==> config.mk <==
export PLATFORM = sky130hd
export DESIGN_NAME = rivag_vector_gen
export DESIGN_NICKNAME = d
export VERILOG_FILES = /design/src/rivag_pkg.sv /design/src/rivag_vector_gen.sv
export VERILOG_INCLUDE_DIRS = /design/src
export SDC_FILE = /design/constraint.sdc
export NUM_CORES = 1
export LEC_CHECK = 0
export BUFFER_PORTS_ARGS = -buffer_cell sky130_fd_sc_hd__buf_2
export CAP_MARGIN = 5
export CELL_PAD_IN_SITES_DETAIL_PLACEMENT = 0
export CELL_PAD_IN_SITES_GLOBAL_PLACEMENT = 1
export CORE_MARGIN = 4
export CORE_UTILIZATION = 31
export CTS_CLUSTER_DIAMETER = 200
export DETAILED_ROUTE_END_ITERATION = 8
export PLACE_DENSITY = 0.76
export SYNTH_ARGS = -nofsm -noshare
export SYNTH_HDL_FRONTEND = slang
export SYNTH_SLANG_ARGS = --single-unit
==> constraint.sdc <==
create_clock -name clock_i -period 7 [get_ports clock_i]
set_input_delay 0.7 -clock clock_i [delete_from_list [all_inputs] [get_ports clock_i]]
set_output_delay 0.7 -clock clock_i [all_outputs]
set_load 0.005 [all_outputs]
==> src/rivag_consts.svh <==
// constants for the reset and interrupt vector address generator
// assumes word addressed program memory, 16-bit program counter
`ifndef RIVAG_CONSTS_SVH
`define RIVAG_CONSTS_SVH

// register byte offsets on the apb
`define RIVAG_OFF_CTRL     12'h000
`define RIVAG_OFF_STATUS   12'h004
`define RIVAG_OFF_CLEAR    12'h008
`define RIVAG_OFF_ENABLE   12'h00c
`define RIVAG_OFF_INFO     12'h010

// mcu_control_reg fields
`define RIVAG_BIT_UNLOCK   0
`define RIVAG_BIT_VSEL     1

// status, clear and enable fields
`define RIVAG_EVT_SWITCH   0
`define RIVAG_EVT_EXPIRE   1
`define RIVAG_EVT_W        2

// vector layout, word addresses
`define RIVAG_RESET_VEC    16'h0000
`define RIVAG_VEC_FIRST    16'h0002
`define RIVAG_VEC_STEP     16'h0002
`define RIVAG_NUM_SRC      24
`define RIVAG_RESERVED_IDX 5'h15
`define RIVAG_PC_CD_FIRST  5'h16
`define RIVAG_HAS_PC_CD    1'b1

// fuse polarity: stored zero means programmed
`define RIVAG_FUSE_PROG    1'b0

// unlock window length in core clocks
`define RIVAG_UNLOCK_CYC   3'h4

`endif

==> src/rivag_pkg.sv <==
// types for the reset and interrupt vector address generator
// assumes rivag_consts.svh supplies the numeric constants
package rivag_pkg;

  // source index: vector number minus two
  typedef enum logic [4:0] {
    SRC_EXT_IRQ_ZERO      = 5'h00,
    SRC_PIN_CHANGE_IRQ_A  = 5'h01,
    SRC_PIN_CHANGE_IRQ_B  = 5'h02,
    SRC_T2_COMPARE        = 5'h03,
    SRC_T2_OVERFLOW       = 5'h04,
    SRC_T1_CAPTURE        = 5'h05,
    SRC_T1_COMPARE_A      = 5'h06,
    SRC_T1_COMPARE_B      = 5'h07,
    SRC_T1_OVERFLOW       = 5'h08,
    SRC_T0_COMPARE        = 5'h09,
    SRC_T0_OVERFLOW       = 5'h0a,
    SRC_SPI_XFER_DONE     = 5'h0b,
    SRC_UART_RX_DONE      = 5'h0c,
    SRC_UART_TX_BUF_EMPTY = 5'h0d,
    SRC_UART_TX_DONE      = 5'h0e,
    SRC_USU_START         = 5'h0f,
    SRC_USU_OVERFLOW      = 5'h10,
    SRC_ANALOG_CMP        = 5'h11,
    SRC_CONV_DONE         = 5'h12,
    SRC_NV_DATA_READY     = 5'h13,
    SRC_SELF_PROG_READY   = 5'h14,
    SRC_RESERVED          = 5'h15,
    SRC_PIN_CHANGE_IRQ_C  = 5'h16,
    SRC_PIN_CHANGE_IRQ_D  = 5'h17
  } rivag_src_t;

  // vector-change sequence, one-hot
  typedef enum logic [2:0] {
    ST_IDLE = 3'b001,
    ST_OPEN = 3'b010,
    ST_WAIT = 3'b100
  } rivag_state_t;

  typedef struct packed {
    logic [15:0] addr;
    logic [4:0]  src;
  } rivag_vec_t;

endpackage

==> src/rivag_vector_gen.sv <==
// reset and interrupt vector address generator with apb control registers
// assumes request lines and core handshakes run on clock_i; fuse inputs are
// static straps from outside and are synchronised before use
//
// Summary of operation
// [RULE_01] all reset causes share one reset vector, 0x0000 with fuse unprogrammed
// [RULE_02] ext irq zero at 0x0002, pin change a 0x0004, b 0x0006
// [RULE_03] timer vectors two words apart from 0x0008 through 0x0016
// [RULE_04] serial transfer done at 0x0018, then uart vectors through 0x001e
// [RULE_05] serial unit, comparator, converter, store vectors 0x0020 through 0x002a
// [RULE_06] slot 0x002c never requested; pin change c, d at 0x002e, 0x0030
// [RULE_07] select bit set adds boot section start to every interrupt vector
// [RULE_08] programmed fuse puts reset at boot address regardless of select bit
// [RULE_09] table starts at 0x0002, or boot address plus 0x0002 when selected
// [RULE_10] fuse value one is unprogrammed, zero is programmed
// [RULE_11] software may place code in vector slots that are never used
// [RULE_12] select bit is control bit 1, unlock bit is bit 0
// [RULE_13] unlock clears after four cycles or on select write; select changes only then
// [RULE_14] requests blocked while unlocked and until one instruction after select write
// [RULE_15] among pending requests the lowest vector address wins
// [RULE_16] vector registered and stable at accept; reset address applied at release
//
// Register access over APB and the placing of the registers were left to the implementer.
`timescale 1ns/10ps
`include "rivag_consts.svh"

module rivag_vector_gen (
  input  wire logic                      clock_i,
  input  wire logic                      rst_b_i,
  input  wire logic                      psel_i,
  input  wire logic                      penable_i,
  input  wire logic                      pwrite_i,
  input  wire logic [11:0]               paddr_i,
  input  wire logic [31:0]               pwdata_i,
  output logic                           pready_o,
  output logic                           pslverr_o,
  output logic [31:0]                    prdata_o,
  input  wire logic                      boot_reset_fuse_i,
  input  wire logic [15:0]               boot_addr_i,
  input  wire logic [`RIVAG_NUM_SRC-1:0] irq_req_i,
  input  wire logic                      core_ack_i,
  input  wire logic                      core_retire_i,
  output logic                           vec_req_o,
  output logic [15:0]                    vec_addr_o,
  output logic                           reset_load_o,
  output logic [15:0]                    reset_addr_o,
  output logic                           irq_o
);

  function automatic logic [15:0] vec_offset(input logic [4:0] idx);
    vec_offset = `RIVAG_VEC_FIRST + 16'({idx, 1'b0}); // see [RULE_02] [RULE_03]
  endfunction

  // lowest index wins, which is also the lowest address
  function automatic logic [5:0] pick_lowest(input logic [`RIVAG_NUM_SRC-1:0] req);
    logic [5:0] res;
    res = 6'h00;
    for (int i = `RIVAG_NUM_SRC - 1; i >= 0; i--) begin
      if (req[i]) begin
        res = {1'b1, 5'(i)}; // see [RULE_15]
      end
    end
    pick_lowest = res;
  endfunction

  // fuse straps: two flops, no reset, so they are settled when reset lifts
  logic        fuse_meta;
  logic        fuse_q;
  logic [15:0] boot_meta;
  logic [15:0] boot_q;

  always_ff @(posedge clock_i) begin
    fuse_meta <= boot_reset_fuse_i;
    fuse_q    <= fuse_meta;
    boot_meta <= boot_addr_i;
    boot_q    <= boot_meta;
  end

  // source presence mask
  logic [`RIVAG_NUM_SRC-1:0] src_present;

  genvar g;
  generate
    for (g = 0; g < `RIVAG_NUM_SRC; g++) begin : g_mask
      if (g == `RIVAG_RESERVED_IDX) begin : g_res
        assign src_present[g] = 1'b0; // see [RULE_06]
      end else if (g >= `RIVAG_PC_CD_FIRST) begin : g_pc
        assign src_present[g] = `RIVAG_HAS_PC_CD; // see [RULE_06]
      end else begin : g_std
        assign src_present[g] = 1'b1;
      end
    end
  endgenerate

  // apb decode
  logic apb_access;
  logic apb_commit;
  logic wr_ctrl;
  logic wr_clear;
  logic wr_enable;
  logic addr_ok;

  always_comb begin
    apb_access = psel_i && penable_i;
    apb_commit = apb_access && pready_o;
    addr_ok    = (paddr_i == `RIVAG_OFF_CTRL) || (paddr_i == `RIVAG_OFF_STATUS) ||
                 (paddr_i == `RIVAG_OFF_CLEAR) || (paddr_i == `RIVAG_OFF_ENABLE) ||
                 (paddr_i == `RIVAG_OFF_INFO);
    wr_ctrl    = apb_commit && pwrite_i && (paddr_i == `RIVAG_OFF_CTRL);
    wr_clear   = apb_commit && pwrite_i && (paddr_i == `RIVAG_OFF_CLEAR);
    wr_enable  = apb_commit && pwrite_i && (paddr_i == `RIVAG_OFF_ENABLE);
  end

  // vector-change sequence
  rivag_pkg::rivag_state_t state;
  rivag_pkg::rivag_state_t next_state;
  logic [2:0]              open_cnt;
  logic [2:0]              next_open_cnt;
  logic                    vsel;
  logic                    next_vsel;
  logic                    evt_switch;
  logic                    evt_expire;
  logic                    ctrl_unlock;
  logic                    block;

  always_comb begin
    next_state    = state;
    next_open_cnt = open_cnt + 3'h1;
    next_vsel     = vsel;
    evt_switch    = 1'b0;
    evt_expire    = 1'b0;
    case (state)
      rivag_pkg::ST_IDLE: begin
        if (wr_ctrl && pwdata_i[`RIVAG_BIT_UNLOCK]) begin
          next_state    = rivag_pkg::ST_OPEN;
          next_open_cnt = 3'h0;
        end
      end
      rivag_pkg::ST_OPEN: begin
        if (wr_ctrl && pwdata_i[`RIVAG_BIT_UNLOCK]) begin
          next_open_cnt = 3'h0;
        end else if (wr_ctrl) begin
          next_vsel  = pwdata_i[`RIVAG_BIT_VSEL]; // see [RULE_13]
          next_state = rivag_pkg::ST_WAIT;
          evt_switch = 1'b1;
        end else if (open_cnt == `RIVAG_UNLOCK_CYC - 3'h1) begin
          next_state = rivag_pkg::ST_IDLE; // see [RULE_13]
          evt_expire = 1'b1;
        end
      end
      rivag_pkg::ST_WAIT: begin
        // the instruction after the select write must retire first
        if (core_retire_i) begin
          next_state = rivag_pkg::ST_IDLE; // see [RULE_14]
        end
      end
      default: begin
        next_state = rivag_pkg::ST_IDLE;
      end
    endcase
  end

  always_ff @(posedge clock_i) begin
    if (!rst_b_i) begin
      state    <= rivag_pkg::ST_IDLE;
      open_cnt <= 3'h0;
      vsel     <= 1'b0;
    end else begin
      state    <= next_state;
      open_cnt <= next_open_cnt;
      vsel     <= next_vsel;
    end
  end

  always_comb begin
    ctrl_unlock = (state == rivag_pkg::ST_OPEN);
    block       = (state != rivag_pkg::ST_IDLE); // see [RULE_14]
  end

  // sticky events, enable and irq line; set beats clear
  logic [`RIVAG_EVT_W-1:0] status;
  logic [`RIVAG_EVT_W-1:0] next_status;
  logic [`RIVAG_EVT_W-1:0] enable;
  logic [`RIVAG_EVT_W-1:0] next_enable;
  logic [`RIVAG_EVT_W-1:0] evt_set;

  always_comb begin
    evt_set                    = '0;
    evt_set[`RIVAG_EVT_SWITCH] = evt_switch;
    evt_set[`RIVAG_EVT_EXPIRE] = evt_expire;
    next_status                = status;
    if (wr_clear) begin
      next_status = status & ~pwdata_i[`RIVAG_EVT_W-1:0];
    end
    next_status = next_status | evt_set;
    next_enable = wr_enable ? pwdata_i[`RIVAG_EVT_W-1:0] : enable;
  end

  always_ff @(posedge clock_i) begin
    if (!rst_b_i) begin
      status <= '0;
      enable <= '0;
      irq_o  <= 1'b0;
    end else begin
      status <= next_status;
      enable <= next_enable;
      irq_o  <= |(next_status & next_enable);
    end
  end

  // apb answer: one wait state, data registered with pready
  logic        next_pready;
  logic        next_pslverr;
  logic [31:0] next_prdata;

  always_comb begin
    next_pready  = apb_access && !pready_o;
    next_pslverr = next_pready && !addr_ok;
    next_prdata  = 32'h0000_0000;
    if (next_pready && !pwrite_i) begin
      case (paddr_i)
        `RIVAG_OFF_CTRL: begin
          next_prdata[`RIVAG_BIT_VSEL]   = vsel; // see [RULE_12]
          next_prdata[`RIVAG_BIT_UNLOCK] = ctrl_unlock; // see [RULE_12]
        end
        `RIVAG_OFF_STATUS: begin
          next_prdata[`RIVAG_EVT_W-1:0] = status;
        end
        `RIVAG_OFF_ENABLE: begin
          next_prdata[`RIVAG_EVT_W-1:0] = enable;
        end
        `RIVAG_OFF_INFO: begin
          // table base is the first interrupt slot, not the reset slot
          next_prdata = {reset_addr_o, (vsel ? boot_q : `RIVAG_RESET_VEC) + `RIVAG_VEC_FIRST}; // see [RULE_09]
        end
        default: begin
          next_prdata = 32'h0000_0000;
        end
      endcase
    end
  end

  always_ff @(posedge clock_i) begin
    if (!rst_b_i) begin
      pready_o  <= 1'b0;
      pslverr_o <= 1'b0;
      prdata_o  <= 32'h0000_0000;
    end else begin
      pready_o  <= next_pready;
      pslverr_o <= next_pslverr;
      prdata_o  <= next_prdata;
    end
  end

  // reset vector: presented once after release
  logic        load_done;
  logic [15:0] next_reset_addr;

  always_comb begin
    // see [RULE_01] [RULE_08] [RULE_10]
    next_reset_addr = (fuse_q == `RIVAG_FUSE_PROG) ? boot_q : `RIVAG_RESET_VEC;
  end

  always_ff @(posedge clock_i) begin
    if (!rst_b_i) begin
      load_done    <= 1'b0;
      reset_load_o <= 1'b0;
      reset_addr_o <= `RIVAG_RESET_VEC;
    end else begin
      load_done    <= 1'b1;
      reset_load_o <= !load_done; // see [RULE_16]
      reset_addr_o <= next_reset_addr;
    end
  end

  // interrupt vector request toward the core
  logic [5:0]        pick;
  logic [15:0]       table_base;
  rivag_pkg::rivag_vec_t vec_q;
  rivag_pkg::rivag_vec_t next_vec;
  logic              next_req;

  always_comb begin
    pick       = pick_lowest(irq_req_i & src_present);
    table_base = vsel ? boot_q : `RIVAG_RESET_VEC; // see [RULE_07] [RULE_09]
    next_vec   = vec_q;
    next_req   = vec_req_o;
    if (block || (vec_req_o && core_ack_i)) begin
      next_req = 1'b0;
    end else if (!vec_req_o && pick[5]) begin
      next_req      = 1'b1;
      next_vec.src  = pick[4:0];
      next_vec.addr = table_base + vec_offset(pick[4:0]); // see [RULE_04] [RULE_05]
    end
  end

  // address frozen while the request stands so the core sees it stable
  always_ff @(posedge clock_i) begin
    if (!rst_b_i) begin
      vec_req_o <= 1'b0;
      vec_q     <= '0;
    end else begin
      vec_req_o <= next_req;
      vec_q     <= next_vec; // see [RULE_16]
    end
  end

  assign vec_addr_o = vec_q.addr;
endmodule

==> results by group <==
Critical path
  • CP startpoint: irq_req_i[7]
  • Crit Path Max Fanout: 4
  • WP data arrival: 3900 ps
  • Setup CP Type: primary input to register
  • CP startpoint kind: primary input
  • CP Data Required Time: 7230 ps
  • FF-to-FF Start: vsel$_SDFFE_PN0P_
  • Critical Path Sink Type: register

STA
  • Number of setup violations in the final report: 0
  • Relative slew slack: 0.286
  • Count of pins over their slew limit: 0
  • Final Hold Fails: 0
  • Period utilisation layout: 0.525
  • Achievable Freq: 272 MHz
  • Fin Setup TNS: 0 ps
  • Final worst slack: roughly 3300 ps
  • Worst slew pin tran: 1070 ps
  • RSZ-0062 raised after global routing: false
  • Clock skew: 7.31 ps
  • Minimum clock period: 3680 ps

Synthesis
  • Asr flop ratio synth: 0
  • Syn Inst Count: 440
  • Seq/Total Area, Yosys: 0.526
  • Flops & latches, synth: roughly 120
  • Most used flip-flop cell after synthesis: dfxtp_1
  • Synth cell types: 55
  • Leading area contributor after synthesis: dfxtp_1
  • EDFF count, synth: 0
  • Syn_nets: 547
  • Syn Area/Cell: 9.94 um^2
  • YS warnings: 0
  • Largest cells by area after synthesis: dfxtp_1, and2_1, nor2_1
  • Yosys top cell area share: 0.526
  • Synthesized area: about 4400 um^2

Clock tree
  • Hold_buf cts: 0
  • CTS max path bufs: 2
  • PostCTS Resize Cnt: 0
  • Clk slew on worst S/H paths: 60 ps
  • CTS tree: done
  • Sink Count: around 120
  • Post-CTS Setup Bufs: 0
  • Worst skew pair latency: 410 ps
  • H-tree depth: 4
  • Clock root cell: clkbuf_16
  • Total CTS buffers: 17

Min path
  • HP Start: boot_meta[6]$_DFF_P_
  • Hold Crit Class: register to register

Place
  • GPL Wtd Cong: roughly 0.84
  • Dpl cells: approximately 730
  • Port bufs: 129
  • Place WS: 2950 ps
  • Dpl hpwl: 8.09 mm

GRT
  • Largest net degree at the start of global routing: 28
  • Gr usage total: 0.135
  • Global route overflow: 0
  • Initial antenna violation count: 0
  • Global-route wire length before repair: 17.1 mm
  • Vias in the first global route: 3,427

Layout
  • Fillers: 1,351
  • Commonest cells after routing, fill and taps aside: buf_2, dfxtp_1, nor2_1
  • Layout Cells excl Fill: between 700 and 800
  • Syn-to-layout area delta: 32.0%
  • Ant diodes: 0
  • Layout Nets: 680
  • Fraction of layout cells with a size suffix above 1: 0.294
  • Most common cell after layout, fill and taps aside: buf_2

Floorplanning
  • Num ports: 161
  • Area of the die: 16,100 um^2
  • Die Wd: between 100 and 150 um
  • Core Area: 13,800 um^2
  • # rows: 43
  • Starting density of the core: 0.316
  • Die Y: 127 um

Routing
  • Remaining DRCs: 0
  • Final wirelength: 10.7 mm
  • Detailed Route Iter0 Violations: approximately 110
  • TritonRoute pass-1 iters: 4
  • Vias per std cell: ~4.6
  • Post-DR wirelength/cell: roughly 14 um
  • Vias: approximately 3,500
  • Final ANT Viol Nets: 0

Status
  • Status: finished clean

Job
  • Max cap viols: 0

Power and ir drop
  • Maximum vdd ir drop: between 150 and 200 uV
  • Pwr dens: 282 nW/um^2
  • Total power: 1.63 mW
  • Pleak: 2.59 nW
==> where the power goes <==
| part | total, mW | internal (mW) | switching [mW] |
|---|---|---|---|
| clock | 0.867 | 0.545 | 0.323 |
| sequential | 0.688 | 0.675 | 0.0124 |
| combinational | 0.0740 | 0.0339 | 0.0401 |
| total | 1.63 | 1.25 | 0.375 |
==> stage by stage <==
step | util | hold WS [ps] | area, um^2
floorplan | - | 310 | 4370
global placement | 0.373 | 311 | 5160
detailed placement | 0.373 | 312 | 5160
CTS | 0.417 | 322 | 5770
global route | 0.417 | 331 | 5770
finish | 0.417 | 321 | 5770
==> state kept, by name, indices dropped and copies added (netlist names), 2 cells and up <==
| signal | flops |
|---|---|
| prdata_o | 32 |
| enable | 2 |
| reset_addr_o | 16 |
| vec_addr_o | 16 |
| status | 2 |
| open_cnt | 3 |
| state | 3 |
| boot_q | 16 |
| boot_meta | 16 |
==> kinds of logic after synthesis <==
kind of cell             Yosys count  share of synthesized area
AO/OA/AOI/OAI                     65                     0.0978
XOR/XNOR                          21                     0.0420
adder cells (fa/ha/maj)           15                     0.0446
buffers and inverters             31                     0.0329
flip-flops                       115                      0.526
multiplexers                      12                     0.0283
AND/OR/NAND/NOR                  181                      0.228
==> worst paths after layout <==
path                                                    end  slack (ps)  depth (start not counted)
worst max-delay path            vec_addr_o[14]$_SDFFE_PN0P_        3320                         14
worst min-delay path                      boot_q[6]$_DFF_P_         320                          0
worst max register to register  vec_addr_o[14]$_SDFFE_PN0P_        3390                         11
worst min register to register            boot_q[6]$_DFF_P_         320                          0
==> area by class of cell <==
class,instances,area [um^2],area share
clock inverter,14,171,0.0297
tap,180,225,0.0390
sequential,115,2300,0.399
timing repair buffer,129,646,0.112
multi-input combinational,294,1930,0.334
inverter,16,60.1,0.0104
clock buffer,18,439,0.0761
==> synthesized netlist by cell type, types with 4 or more instances <==
| cell | instances |
|---|---|
| ha_1 | 14 |
| nor2b_1 | 5 |
| nand3_1 | 13 |
| o21ai_1 | 6 |
| nand2_1 | 26 |
| xnor2_1 | 12 |
| clkbuf_1 | 8 |
| o21ai_0 | 11 |
| and2_1 | 40 |
| and3_1 | 5 |
| inv_1 | 16 |
| xor2_1 | 9 |
| nor4_1 | 6 |
| nor3_1 | 8 |
| nand4_1 | 8 |
| buf_2 | 4 |
| dfxtp_1 | 115 |
| mux2i_1 | 9 |
| a21oi_1 | 18 |
| nor2_1 | 50 |
==> worst max-delay path: stages <==
cell	delay, ps
buf_2	130
nor4_1	460
o21ai_0	160
o311ai_0	160
nor2_1	90
ha_1	300
ha_1	160
inv_1	60
fa_1	410
nand2b_1	190
a21oi_1	310
o21ai_0	210
o311ai_0	420
a31oi_1	160
==> routing by layer <==
metal / track usage / vias to the layer above / part of all wire
met2: 0.215 / 110 / 0.46
met4: 0.0543 / 0 / 0.018
met5: 0 / - / 0
met3: 0.0564 / 14 / 0.076
met1: 0.162 / 1615 / 0.45
li1: - / 1808 / -
Power figures use the tool's default switching activity.
